$ cat src/adc_mux_consts.svh
`ifndef ADC_MUX_CONSTS_SVH
`define ADC_MUX_CONSTS_SVH

// ------------------------------------------------------------
// widths and counts
// ------------------------------------------------------------
`define WORD_BITS 4
`define ADDR_BITS 3
`define CHAN_COUNT 8
`define RESULT_BITS 12
`define CONV_CYCLES 12
`define SAMPLE_FALLS 2
`define DRIVE_FALL 1
`define CLK_PERIOD_NS 25
`define CHAN_ON_DELAY_NS 100
`define CHAN_OFF_DELAY_NS 50
`define CHAN_ON_CYCLES ((`CHAN_ON_DELAY_NS + `CLK_PERIOD_NS - 1) / `CLK_PERIOD_NS)
`define CHAN_OFF_CYCLES ((`CHAN_OFF_DELAY_NS + `CLK_PERIOD_NS - 1) / `CLK_PERIOD_NS)

`endif

$ cat src/adc_mux_pkg.sv
package adc_mux_pkg;
  typedef enum logic [2:0] {
    st_idle = 3'b000,
    st_sample = 3'b001,
    st_null = 3'b010,
    st_msb = 3'b011,
    st_lsb = 3'b100,
    st_zero = 3'b101
  } conv_state_e;
  typedef logic [7:0] chan_mask_t;
  typedef logic [11:0] result_t;
endpackage

$ cat src/adc_mux_serial_control.sv
`include "adc_mux_consts.svh"
`timescale 1ns/1ps
`default_nettype none

// Overview of operation
// - shift data in while select high
// - first bit enables channel after on-delay
// - enable low: all channels off after off-delay
// - next three bits address the channel
// - address is plain binary, msb first
// - result is unipolar straight binary
// - drive shared wire by sixth falling edge
// - mux and converter selects act independently
// - converter powered from select low until conversion ends
// - converter fully off while select high
// - sampling ends on second falling edge
// - hold then convert for twelve cycles
// - change on falling, sample on rising
// - keep only the last four bits
// - null bit, then result; channel stays on
module adc_mux_serial_control (
  input wire logic core_clk,
  input wire logic reset_n,
  input wire logic shift_clk,
  input wire logic mux_select,
  input wire logic converter_select,
  input wire logic data_in,
  input wire adc_mux_pkg::result_t conv_result,
  input wire logic four_chan_mode,
  output logic data_out,
  output logic data_out_en_n,
  output adc_mux_pkg::chan_mask_t chan_on,
  output logic sample_on,
  output logic converter_power,
  output logic conv_active
);
  import adc_mux_pkg::*;

  // ----------------------------------------------------------
  // input synchronisers
  // ----------------------------------------------------------
  logic [2:0] sync1_reg, sync1_next, sync2_reg, sync2_next;
  logic sclk_d_reg, sclk_d_next, mux_d_reg, mux_d_next;
  logic din_s1_reg, din_s1_next, din_s2_reg, din_s2_next;
  logic sclk_rise, sclk_fall, mux_fall;

  always_comb begin
    sync1_next = {shift_clk, mux_select, converter_select};
    sync2_next = sync1_reg;
    sclk_d_next = sync2_reg[2];
    mux_d_next = sync2_reg[1];
    din_s1_next = data_in;
    din_s2_next = din_s1_reg;
    if (!reset_n) begin
      // idle levels: shift clock low, selects high
      sync1_next = 3'h3;
      sync2_next = 3'h3;
      sclk_d_next = 1'b0;
      mux_d_next = 1'b1;
      din_s1_next = 1'b0;
      din_s2_next = 1'b0;
    end
  end

  always_ff @(posedge core_clk) begin
    sync1_reg <= sync1_next;
    sync2_reg <= sync2_next;
    sclk_d_reg <= sclk_d_next;
    mux_d_reg <= mux_d_next;
    din_s1_reg <= din_s1_next;
    din_s2_reg <= din_s2_next;
  end

  assign sclk_rise = sync2_reg[2] && !sclk_d_reg;
  assign sclk_fall = !sync2_reg[2] && sclk_d_reg;
  assign mux_fall = !sync2_reg[1] && mux_d_reg;

  // ----------------------------------------------------------
  // input word and multiplexer control
  // ----------------------------------------------------------
  logic [3:0] word_reg, word_next;
  chan_mask_t chan_reg, chan_next;
  logic [7:0] dly_reg, dly_next;
  logic pend_reg, pend_next;

  always_comb begin
    word_next = word_reg;
    chan_next = chan_reg;
    dly_next = dly_reg;
    pend_next = pend_reg;
    if (sync2_reg[1] && sclk_rise) begin
      word_next = {word_reg[2:0], din_s2_reg};
    end
    if (mux_fall) begin
      pend_next = 1'b1;
      dly_next = 8'h00;
    end else if (pend_reg) begin
      dly_next = dly_reg + 8'h01;
      if (dly_reg == 8'(`CHAN_OFF_CYCLES - 1)) begin
        chan_next = '0;
        if (!word_reg[3]) begin
          pend_next = 1'b0;
        end
      end
      if (word_reg[3] && dly_reg == 8'(`CHAN_ON_CYCLES - 1)) begin
        pend_next = 1'b0;
        if (!(four_chan_mode && word_reg[2])) begin
          chan_next = chan_mask_t'(8'h01 << word_reg[2:0]);
        end
      end
    end
    if (!reset_n) begin
      word_next = 4'h0;
      chan_next = '0;
      dly_next = 8'h00;
      pend_next = 1'b0;
    end
  end

  always_ff @(posedge core_clk) begin
    word_reg <= word_next;
    chan_reg <= chan_next;
    dly_reg <= dly_next;
    pend_reg <= pend_next;
  end

  assign chan_on = chan_reg; // stays on until the off-delay after the next select fall

  // ----------------------------------------------------------
  // converter sequence, independent of mux select
  // ----------------------------------------------------------
  conv_state_e st_reg, st_next;
  logic [3:0] cnt_reg, cnt_next;
  result_t res_reg, res_next;
  logic dout_reg, dout_next, drive_reg, drive_next, smp_reg, smp_next;
  logic [7:0] on_cnt_reg, on_cnt_next;

  always_comb begin
    st_next = st_reg;
    cnt_next = cnt_reg;
    res_next = res_reg;
    dout_next = dout_reg;
    drive_next = drive_reg;
    smp_next = smp_reg;
    on_cnt_next = on_cnt_reg;
    case (st_reg)
      st_idle: begin
        if (!sync2_reg[0]) begin
          st_next = st_sample;
          cnt_next = 4'h0;
          on_cnt_next = 8'h00;
          smp_next = 1'b0;
        end
      end
      st_sample: begin
        if (on_cnt_reg != 8'(`CHAN_ON_CYCLES)) begin
          on_cnt_next = on_cnt_reg + 8'h01;
        end else begin
          smp_next = 1'b1;
        end
        if (sclk_fall) begin
          cnt_next = cnt_reg + 4'h1;
          if (cnt_reg == 4'(`DRIVE_FALL - 1)) begin
            drive_next = 1'b1;
            dout_next = 1'b0;
          end
          if (cnt_reg == 4'(`SAMPLE_FALLS - 1)) begin
            smp_next = 1'b0; // hold; conversion starts on next falling edge
            st_next = st_null;
            cnt_next = 4'h0;
            dout_next = 1'b0; // null bit
          end
        end
      end
      st_null: begin
        if (sclk_fall) begin
          res_next = conv_result; // unipolar straight binary
          dout_next = conv_result[11];
          st_next = st_msb;
          cnt_next = 4'h0;
        end
      end
      st_msb: begin
        if (sclk_fall) begin
          cnt_next = cnt_reg + 4'h1;
          if (cnt_reg == 4'(`CONV_CYCLES - 1)) begin
            st_next = st_lsb; // twelve cycles
            cnt_next = 4'h1;
            dout_next = res_reg[1];
          end else begin
            dout_next = res_reg[4'(10) - cnt_reg];
          end
        end
      end
      st_lsb: begin
        if (sclk_fall) begin
          cnt_next = cnt_reg + 4'h1;
          if (cnt_reg == 4'(`RESULT_BITS - 1)) begin
            st_next = st_zero;
            dout_next = 1'b0; // zeros after result
          end else begin
            dout_next = res_reg[cnt_reg + 4'h1];
          end
        end
      end
      st_zero: begin
        dout_next = 1'b0;
      end
      default: begin
        st_next = st_idle;
      end
    endcase
    if (sync2_reg[0]) begin
      st_next = st_idle;
      drive_next = 1'b0;
      smp_next = 1'b0;
      dout_next = 1'b0;
    end
    if (!reset_n) begin
      st_next = st_idle;
      cnt_next = 4'h0;
      res_next = '0;
      dout_next = 1'b0;
      drive_next = 1'b0;
      smp_next = 1'b0;
      on_cnt_next = 8'h00;
    end
  end

  always_ff @(posedge core_clk) begin
    st_reg <= st_next;
    cnt_reg <= cnt_next;
    res_reg <= res_next;
    dout_reg <= dout_next;
    drive_reg <= drive_next;
    smp_reg <= smp_next;
    on_cnt_reg <= on_cnt_next;
  end

  assign data_out = dout_reg;
  assign data_out_en_n = !drive_reg; // host has released wire
  assign sample_on = smp_reg;
  assign conv_active = (st_reg == st_msb);
  assign converter_power = (st_reg == st_sample) || (st_reg == st_null) ||
                           (st_reg == st_msb);

  // ----------------------------------------------------------
  // checks
  // ----------------------------------------------------------
  idle_powered_down_a: assert property (@(posedge core_clk)
    disable iff (!reset_n) sync2_reg[0] |=> !converter_power)
    else $error("converter powered with select high");

  release_wire_a: assert property (@(posedge core_clk)
    disable iff (!reset_n) sync2_reg[0] |=> data_out_en_n)
    else $error("data wire driven with select high");

  drive_by_sixth_a: assert property (@(posedge core_clk)
    disable iff (!reset_n)
    (st_reg == st_sample && sclk_fall && cnt_reg == 4'h0) |=>
    !data_out_en_n)
    else $error("wire not driven after first falling edge");

  shift_word_a: assert property (@(posedge core_clk)
    disable iff (!reset_n) (sync2_reg[1] && sclk_rise) |=>
    word_reg[0] == $past(din_s2_reg) &&
    word_reg[3:1] == $past(word_reg[2:0]))
    else $error("input word not shifted");

  all_off_a: assert property (@(posedge core_clk)
    disable iff (!reset_n) (mux_fall && !word_reg[3]) |-> ##3 chan_on == '0)
    else $error("channels not switched off");

  chan_decode_a: assert property (@(posedge core_clk)
    disable iff (!reset_n) (pend_reg && word_reg[3] && !four_chan_mode &&
    dly_reg == 8'(`CHAN_ON_CYCLES - 1) && !mux_fall) |=>
    chan_on == chan_mask_t'(8'h01 << word_reg[2:0]))
    else $error("wrong channel decoded");

  hold_start_a: assert property (@(posedge core_clk)
    disable iff (!reset_n) (st_reg == st_sample && sclk_fall &&
    cnt_reg == 4'h1 && !sync2_reg[0]) |=> !sample_on && st_reg == st_null)
    else $error("hold not entered on second falling edge");

  null_bit_a: assert property (@(posedge core_clk)
    disable iff (!reset_n) (st_reg == st_null) |-> !data_out)
    else $error("null bit not low");

  lsb_zeros_a: assert property (@(posedge core_clk)
    disable iff (!reset_n) (st_reg == st_zero) |-> !data_out)
    else $error("trailing bits not zero");

  blocked_code_a: assert property (@(posedge core_clk)
    disable iff (!reset_n) (pend_reg && word_reg[3] && word_reg[2] &&
    four_chan_mode && dly_reg == 8'(`CHAN_ON_CYCLES - 1) && !mux_fall) |=>
    chan_on == '0)
    else $error("blocked code switched a channel on");

  power_off_end_a: assert property (@(posedge core_clk)
    disable iff (!reset_n) (st_reg == st_msb && sclk_fall &&
    cnt_reg == 4'(`CONV_CYCLES - 1) && !sync2_reg[0]) |=>
    !converter_power && !conv_active)
    else $error("converter still powered after conversion");
endmodule

`default_nettype wire

$ cat config.mk
export PLATFORM = sky130hd
export DESIGN_NAME = adc_mux_serial_control
export DESIGN_NICKNAME = d
export VERILOG_FILES = /design/src/adc_mux_pkg.sv /design/src/adc_mux_serial_control.sv
export VERILOG_INCLUDE_DIRS = /design/src /design/src/src
export SDC_FILE = /design/constraint.sdc
export NUM_CORES = 1
export LEC_CHECK = 0
export BUFFER_PORTS_ARGS = -buffer_cell sky130_fd_sc_hd__buf_2
export CAP_MARGIN = 15
export CELL_PAD_IN_SITES_DETAIL_PLACEMENT = 0
export CELL_PAD_IN_SITES_GLOBAL_PLACEMENT = 2
export CORE_MARGIN = 3
export CORE_UTILIZATION = 28
export CTS_BUF_LIST = sky130_fd_sc_hd__clkbuf_4
export DETAILED_ROUTE_END_ITERATION = 16
export PLACE_DENSITY = 0.76
export SLEW_MARGIN = 20
export SYNTH_ARGS = -nofsm -noshare
export SYNTH_HDL_FRONTEND = slang
export SYNTH_SLANG_ARGS = --single-unit
$ cat constraint.sdc
create_clock -name core_clk -period 2.4 [get_ports core_clk]
set_input_delay 0.48 -clock core_clk [delete_from_list [all_inputs] [get_ports core_clk]]
set_output_delay 0.48 -clock core_clk [all_outputs]
set_load 0.05 [all_outputs]
==> results of run 1 <==
==> kinds of logic (layout without fill, tap and decap cells) <==
family / after synthesis / count (layout) / synth area share [%]
mux: 24 / 24 / 10.8
compound gates: 47 / 47 / 11.8
fa+ha+maj: 7 / 7 / 2.97
flops: 61 / 61 / 41.4
simple gates: 138 / 138 / 25.5
xor+xnor: 15 / 15 / 4.45
buf+inv: 22 / 62 / 3.09
==> through the flow <==
stage | setup WS (ns) | area (um^2) | instances | util, %
after floorplan | 0.192 | 2950 | 314 | -
after global placement | 0.270 | 3260 | 471 | 32.6
after detailed placement | 0.217 | 3260 | 471 | 32.6
after CTS | 0.132 | 3400 | 487 | 34.0
after global routing | 0.0615 | 3400 | 487 | 34.0
final | 0.188 | 3400 | 487 | 34.0
==> layout make-up <==
| type | count | area [um^2] |
|---|---|---|
| well taps | 133 | 166 |
| repair buffers | 36 | 193 |
| clock inverters | 5 | 51.3 |
| fillers | 1061 | 6600 |
| flip-flops and latches | 61 | 1220 |
| inverters | 10 | 37.5 |
| multi-input cells | 231 | 1640 |
| clock buffers | 11 | 82.6 |
==> Yosys cell counts (2+ instances only) <==
cell type / number
mux2i_1: 16
a21boi_1: 3
a21oi_1: 4
a32oi_1: 3
buf_2: 4
dfxtp_1: 61
clkbuf_1: 7
mux4_2: 6
or2_2: 2
a21boi_0: 5
nor3_1: 11
mux2_2: 2
nor2b_1: 33
nand3b_1: 2
and2_1: 6
and3_1: 5
a211oi_1: 3
nand2_1: 19
nor2_1: 26
nand3_1: 5
a211oi_2: 2
a22oi_1: 9
ha_1: 7
inv_1: 10
xor2_1: 13
xnor2_1: 2
o21ai_1: 2
o21ba_2: 2
o21ai_0: 5
nand2b_1: 9
nand4_1: 11
==> worst max-delay path, cell delays in order, from the launching register on <==
cell and delay, ns:
dfxtp_1 0.42, inv_1 0.08, ha_1 0.48, mux4_2 0.53
mux2_2 0.28, a22oi_1 0.21, a211oi_1 0.10
==> where the power goes <==
part           switching [uW]  internal, uW  total [uW]  leakage [uW]
clock                     387           335         722     0.0000743
sequential               10.6          1020        1030      0.000494
combinational            41.9          37.8        79.6      0.000691
==> worst min path at each step <==
stage | endpoint | depth (start not counted)
5_1_grt | sync1_reg[0] | 2
6_report | sync1_reg[0] | 2
3_5_place_dp | sync2_reg[0] | 1
3_3_place_gp | sync2_reg[0] | 1
2_1_floorplan | sync2_reg[0] | 1
4_1_cts | sync1_reg[1] | 2
==> per-layer routing <==
metal | share of wire (%) | up-vias
li1 | - | 1177
met1 | 51 | 1067
met2 | 43 | 51
met3 | 4.4 | 8
met4 | 1.5 | 0
met5 | 0 | -
==> flow_metrics.py, run 1 <==
metrics = {
    "yosys": {
        "yosysTopAreaCellShare_pct": 41.4,
        "synthFlopType": "dfxtp_1",
        "synth_edf_count": 0,
        "synthArstFlopShare_pct": 0,
        "postSynthCellCount": 314,
        "yosysUniqueCellTypes": 50,
        "synth_nets": 340,
        "synth_largest_area_cell": "dfxtp_1",
        "syn_area_um2": 2950,
        "syn_area_per_cell_um2": 9.40,
        "synthTopCellsByArea": "dfxtp_1 (41%), nor2b_1 (7.0%), mux2i_1 (5.4%)",
        "ys_ff_latch": 61,
        "ys_warn_count": 0,
        "seq_area_frac_synth_pct": 41.4,
    },
    "power": {
        "powerDensity_nw_per_um2": 540,
        "total_power_uw": 1840,
        "ir_drop_v": 0.000229,
        "leakagePower_uw": 0.00126,
    },
    "placement": {
        "port_buffers": 31,
        "hpwlAfterDp_um": 4470,
        "place_congestion": 0.806,
    },
    "critical_path": {
        "reg2regPathDepth": 6,
        "critPathCapture": "data_out",
        "worstSetupStartpointType": "flip-flop",
        "rr_startpoint": "cnt_reg[1]",
        "reg2reg_slack_ns": 0.19,
        "crit_path_max_fanout": 7,
        "crit_start": "cnt_reg[1]",
        "end_kind": "flip-flop",
        "required_ns": 2.68,
        "critPathArrivalTime_ns": 2.50,
        "timing.rr.end": "data_out",
        "crit_type": "reg -> reg",
    },
    "clock_tree": {
        "cts_resized": 0,
        "clockRootBuffer": "clkbuf_4",
        "postCtsSetupBuffers": 0,
        "cts.sinks": 61,
        "ctsLongestPathBuffers": 2,
        "clock_latency_ns": 0.39,
        "clk_pin_slew_worst_paths_ns": 0.11,
        "cts_buffers": 9,
        "cts_tree": "built",
        "cts-hold-fix-buffers": 0,
        "htreeDepth": 3,
    },
    "detailed_routing": {
        "drtPass1Iterations": 4,
        "post_drt_wl_per_cell_um": 13.0,
        "final_antenna_net_count": 0,
        "drt-vias-per-instance": 4.73,
        "wirelength_um": 6320,
        "drtIter0Drc": 92,
        "vias": 2303,
        "drc": 0,
    },
    "timing": {
        "holdWs_ns": 0.271,
        "setup_violations": 0,
        "hold_violations": 0,
        "tns_ns": 0,
        "finalMaxSlewViolations": 0,
        "min_period_over_period_pct": 92.2,
        "relSlewSlack_pct": 60.9,
        "period_minus_slack_ns": 2.21,
        "worst_slew_pin_slew_ns": 0.586,
        "clock.fmax_mhz": 452,
        "rsz0062_at_grt": "no",
        "fin_skew_ns": 0.0187,
    },
    "final_layout": {
        "layout_common_cells": "dfxtp_1 (60), nor2b_1 (33), buf_2 (31), nor2_1 (26), nand2_1 (19)",
        "drive_above_1_share_pct": 19.5,
        "area_growth_pct": 15.1,
        "largest_reg_flops": 12,
        "nets": 375,
        "final_common_cell": "dfxtp_1",
        "num_antenna_cells": 0,
    },
    "grt": {
        "grtUsageMet3_pct": 3.32,
        "met1_usage_pct": 15.8,
        "grt_usage_pct": 11.7,
        "busiest_layer": "met2",
        "antenna_found_initial": 0,
        "grt_pass1_vias": 2289,
        "grt_pass1_wl_um": 11000,
        "grtUsageMet2_pct": 17.3,
        "grt_max_degree": 38,
        "overflow": 0,
    },
    "floorplan": {
        "core_area_um2": 10000,
        "rows": 36,
        "die_w_um": 109,
        "boundaryPins": 32,
        "start_util_pct": 29.5,
        "die_h_um": 109,
        "die-area_um2": 11800,
    },
    "min_path": {
        "min_from": "converter_select",
        "worstHoldPathType": "in -> reg",
    },
    "outcome": {
        "run_status": "finished clean",
    },
    "job": {
        "maxCapViolations": 0,
    },
}
Power figures use the tool's default switching activity.
==> run 2: changes to the inputs <==
--- a/config.mk
+++ b/config.mk
@@ -15,6 +15,7 @@
 export CTS_BUF_LIST = sky130_fd_sc_hd__clkbuf_4
 export DETAILED_ROUTE_END_ITERATION = 16
 export PLACE_DENSITY = 0.76
+export REMOVE_ABC_BUFFERS = 1
 export SLEW_MARGIN = 20
 export SYNTH_ARGS = -nofsm -noshare
 export SYNTH_HDL_FRONTEND = slang
==> run 2 against run 1 <==
- register-to-register slack improved by 0.04 ns
- first-iteration DRC count rose by 24%
- critical path depth fell by 2
- critical endpoint is now conv_active
- clock skew fell by 0.0049 ns
- die area did not move
- sequential power barely moved
- clock-buffer cell count did not move
- total power rose by 5.7%
- flip-flop and latch count did not move
==> flow_metrics.py, run 2 (same netlist as run 1, synthesis figures left out) <==
metrics = {
    "detailed_routing": {
        "drtIter0Drc": 114,
        "drtPass1Iterations": 4,
        "vias": 2273,
        "drt-vias-per-instance": 4.67,
        "wirelength_um": 6280,
        "final_antenna_net_count": 0,
        "post_drt_wl_per_cell_um": 12.9,
        "drc": 0,
    },
    "grt": {
        "grtUsageMet3_pct": 3.61,
        "grt_usage_pct": 11.5,
        "antenna_found_initial": 0,
        "grtUsageMet2_pct": 17.1,
        "busiest_layer": "met2",
        "met1_usage_pct": 15.7,
        "overflow": 0,
        "grt_pass1_vias": 2246,
        "grt_max_degree": 26,
        "grt_pass1_wl_um": 10700,
    },
    "placement": {
        "place_congestion": 0.753,
        "port_buffers": 31,
        "hpwlAfterDp_um": 4430,
        "placed_area_um2": 3260,
    },
    "final_layout": {
        "layout_common_cells": "dfxtp_1 (61), nor2b_1 (33), buf_2 (31), nor2_1 (26), nand2_1 (19)",
        "fin_area_um2": 3420,
        "fin_util_pct": 34.2,
        "fillers": 1070,
        "final_common_cell": "dfxtp_1",
        "largest_reg_flops": 12,
        "area_growth_pct": 15.9,
        "num_antenna_cells": 0,
        "nets": 375,
        "drive_above_1_share_pct": 18.9,
    },
    "critical_path": {
        "critPathMaxStageDelay_ns": 0.62,
        "crit_chain": "nor2b_1, nand2_1, inv_1, buf_2",
        "crit_path_max_fanout": 15,
        "cp_num_buf_inv": 2,
        "cp_top_family": "flip-flops",
        "critPathArrivalTime_ns": 1.78,
        "worstSetupStartpointType": "flip-flop",
        "critPathSlowestCell": "dfxtp_1",
        "required_ns": 1.92,
        "crit_type": "reg -> out",
        "end_kind": "output port",
    },
    "min_path": {
        "worstHoldPathType": "in -> reg",
    },
    "floorplan": {
        "die_w_um": 109,
        "die_h_um": 109,
        "boundaryPins": 32,
        "core_area_um2": 10000,
        "start_util_pct": 29.5,
        "die-area_um2": 11800,
        "rows": 36,
    },
    "timing": {
        "holdWs_ns": 0.268,
        "period_minus_slack_ns": 2.26,
        "worst_slew_pin_slew_ns": 0.602,
        "rsz0062_at_grt": "no",
        "min_period_over_period_pct": 94.4,
        "hold_violations": 0,
        "finalMaxSlewViolations": 0,
        "relSlewSlack_pct": 59.8,
        "fin_skew_ns": 0.0137,
        "clock.fmax_mhz": 442,
        "setup_violations": 0,
        "tns_ns": 0,
    },
    "clock_tree": {
        "postCtsSetupBuffers": 0,
        "cts_buffers": 9,
        "cts.sinks": 61,
        "cts_tree": "built",
        "clockRootBuffer": "clkbuf_4",
        "htreeDepth": 3,
        "cts_resized": 0,
        "ctsLongestPathBuffers": 2,
        "clk_pin_slew_worst_paths_ns": 0.11,
        "clock_latency_ns": 0.41,
        "cts-hold-fix-buffers": 0,
    },
    "power": {
        "ir_drop_v": 0.000236,
        "leakagePower_uw": 0.00127,
        "powerDensity_nw_per_um2": 567,
        "total_power_uw": 1940,
    },
    "outcome": {
        "run_status": "finished clean",
    },
    "job": {
        "maxCapViolations": 0,
    },
}
run 2: changes by cell type in the layout (fill, tap and decap cells not counted), sizes merged:
| cell | delta |
|---|---|
| bufinv | +1 |
| clkinv | -1 |
run 2: worst paths after layout:
kind / start / to / slack (ns) / depth (start not counted)
max: st_reg[1] / conv_active / 0.14 / 4
min: mux_select / sync1_reg[1] / 0.27 / 2
max reg2reg: cnt_reg[1] / data_out / 0.23 / 6
min reg2reg: sync1_reg[1] / sync2_reg[1] / 0.42 / 1
run 2: worst register-to-register path, stage by stage, from the launching register on:
cell and delay, ns:
dfxtp_1 0.40, inv_1 0.08, ha_1 0.46, mux4_2 0.53, mux2_2 0.28, a22oi_1 0.20, a211oi_1 0.10
run 2: cell type report:
cell class,count,area [um^2],area share (%)
multi-input cells,231,1640,48.1
flip-flops and latches,61,1220,35.7
repair buffers,36,193,5.63
well taps,133,166,4.87
clock buffers,11,82.6,2.41
clock inverters,5,75.1,2.20
inverters,10,37.5,1.10
run 2: metrics by stage:
stage	worst slack (ns)	instances
detailed placement	0.255	471
finish	0.135	487
global placement	0.290	471
floorplan	0.0583	302
global route	0.0377	487
CTS	0.123	487
run 2: per-layer routing:
metal	part of all wire, %	vias up	wire [um]
met1	51	1050	3240
li1	-	1180	-
met4	1.4	0	91
met2	43	33	2710
met3	4.0	10	252
met5	0	-	0
run 2: report_power, final:
part / internal, uW / switching [uW] / total [uW]
Combinational: 37.8 / 42.7 / 80.5
Sequential: 1020 / 10.4 / 1030
Clock: 440 / 386 / 826
==> run 3: changes to the inputs <==
--- a/config.mk
+++ b/config.mk
@@ -14,7 +14,7 @@
 export CORE_UTILIZATION = 28
 export CTS_BUF_LIST = sky130_fd_sc_hd__clkbuf_4
 export DETAILED_ROUTE_END_ITERATION = 16
-export PLACE_DENSITY = 0.76
+export PLACE_DENSITY = 0.73
 export REMOVE_ABC_BUFFERS = 1
 export SLEW_MARGIN = 20
 export SYNTH_ARGS = -nofsm -noshare
==> constraint.sdc (replaced) <==
create_clock -name core_clk -period 2.2 [get_ports core_clk]
set_input_delay 0.55 -clock core_clk [delete_from_list [all_inputs] [get_ports core_clk]]
set_output_delay 0.55 -clock core_clk [all_outputs]
set_load 0.05 [all_outputs]
==> run 3 against run 2 <==
- via count grew 3.7%
- final area barely moved
- wire length up 3.1%
- clock skew grew 0.0061 ns
- die area is the same
- flip-flop and latch count is the same
- sequential share of layout area up 0.060 points
- cell count increased by 1.0%
- clock power down 19%
- largest cell class unchanged
- largest power group unchanged
==> flow_metrics.py, run 3 (same netlist as run 1, synthesis figures left out) <==
metrics = {
    "outcome": {
        "run_status": "finished clean",
    },
    "clock_tree": {
        "cts-hold-fix-buffers": 0,
        "postCtsSetupBuffers": 0,
        "cts_tree": "built",
        "ctsLongestPathBuffers": 2,
        "clk_pin_slew_worst_paths_ns": 0.10,
        "clockRootBuffer": "clkbuf_4",
        "htreeDepth": 3,
        "cts_buffers": 9,
        "clock_latency_ns": 0.41,
        "cts.sinks": 61,
        "cts_resized": 2,
    },
    "floorplan": {
        "die_h_um": 109,
        "die-area_um2": 11800,
        "die_w_um": 109,
        "boundaryPins": 32,
        "core_area_um2": 10000,
        "rows": 36,
        "start_util_pct": 29.5,
    },
    "placement": {
        "place_congestion": 0.792,
        "hpwlAfterDp_um": 4710,
        "port_buffers": 31,
    },
    "timing": {
        "setup_violations": 0,
        "rsz0062_at_grt": "no",
        "fin_skew_ns": 0.0198,
        "period_minus_slack_ns": 2.07,
        "min_period_over_period_pct": 94.3,
        "worst_slew_pin_slew_ns": 0.606,
        "clock.fmax_mhz": 482,
        "relSlewSlack_pct": 59.3,
        "hold_violations": 0,
        "finalMaxSlewViolations": 0,
        "tns_ns": 0,
        "holdWs_ns": 0.335,
    },
    "critical_path": {
        "crit_path_max_fanout": 5,
        "crit_type": "reg -> reg",
        "critPathArrivalTime_ns": 2.37,
        "end_kind": "flip-flop",
        "required_ns": 2.49,
        "worstSetupStartpointType": "flip-flop",
    },
    "grt": {
        "grt_pass1_wl_um": 11200,
        "grt_usage_pct": 12.0,
        "grt_pass1_vias": 2328,
        "grt_max_degree": 21,
        "antenna_found_initial": 0,
        "overflow": 0,
    },
    "power": {
        "pwr-share-comb_pct": 4.9,
        "leakagePower_uw": 0.00128,
        "p_int_uw": 1410,
        "ir_drop_v": 0.000242,
        "power_frac_seq_pct": 59.8,
        "p_sw_uw": 475,
        "powerDensity_nw_per_um2": 551,
        "p_clk_share_pct": 35.3,
        "swShare_pct": 25.2,
    },
    "final_layout": {
        "drive_above_1_share_pct": 21.4,
        "multi_input_area_um2": 1650,
        "num_antenna_cells": 0,
        "final_common_cell": "dfxtp_1",
        "area_growth_pct": 15.9,
        "fillers": 1088,
        "seqCellArea_um2": 1220,
        "nets": 380,
        "layout_common_cells": "dfxtp_1 (59), nor2b_1 (33), buf_2 (30), nor2_1 (26), nand2_1 (19)",
        "largest_reg_flops": 12,
    },
    "detailed_routing": {
        "final_antenna_net_count": 0,
        "drtPass1Iterations": 4,
        "vias": 2357,
        "post_drt_wl_per_cell_um": 13.2,
        "drt-vias-per-instance": 4.79,
        "wirelength_um": 6480,
        "drc": 0,
        "drtIter0Drc": 77,
    },
    "min_path": {
        "worstHoldPathType": "in -> reg",
    },
    "job": {
        "maxCapViolations": 0,
    },
}
## run 3: cell types whose count changed in the layout (fill, tap and decap cells not counted), sizes merged
cell,before,now
clkinv,2,5
bufinv,2,0
buf,36,41
clkinvlp,1,0
## run 3: routing by layer
layer | GRT usage [%] | wire [um] | part of all wire [%]
met1 | 15.7 | 3130 | 48
met2 | 18.9 | 3050 | 47
met3 | 4.38 | 251 | 3.9
met4 | 2.98 | 48 | 0.74
met5 | 0 | 0 | 0
## run 3: final timing paths
path              cells after the start            to    startpoint  slack, ns
setup / recovery                      6      data_out    cnt_reg[1]       0.13
hold / removal                        2  sync1_reg[1]    mux_select       0.33
setup reg to reg                      6      data_out    cnt_reg[1]       0.13
hold reg to reg                       1  sync2_reg[0]  sync1_reg[0]       0.42
## run 3: cell type report
type | count | area share (%)
multi-input cells | 231 | 48.1
flip-flops and latches | 61 | 35.8
repair buffers | 41 | 6.91
well taps | 133 | 4.86
clock buffers | 11 | 2.41
inverters | 10 | 1.10
clock inverters | 5 | 0.805
## run 3: critical path: stages (launching register included)
cell	delay, ns
dfxtp_1	0.41
inv_1	0.08
ha_2	0.40
mux4_2	0.50
mux2_2	0.27
a22oi_1	0.20
a211oi_1	0.10
## run 3: per-stage QoR
stage | util (%) | area [um^2] | cells | total power, uW | setup slack (ns)
final | 34.2 | 3420 | 492 | 1880 | 0.125
after global routing | 34.2 | 3420 | 492 | 1990 | 0.0131
after CTS | 34.1 | 3410 | 492 | 1930 | 0.0233
after detailed placement | 33.0 | 3300 | 476 | 1250 | 0.109
after global placement | 33.0 | 3300 | 476 | 1250 | 0.162
after floorplan | - | 2900 | 302 | 1200 | -0.142
## run 3: power by group through the flow
stage	Combinational [uW]	Clock (uW)	Sequential, uW
after global placement	93.8	0	1150
final	92.0	666	1130
after global routing	104	755	1130
after floorplan	47.4	0	1150
after CTS	94.6	707	1130
after detailed placement	94.2	0	1150
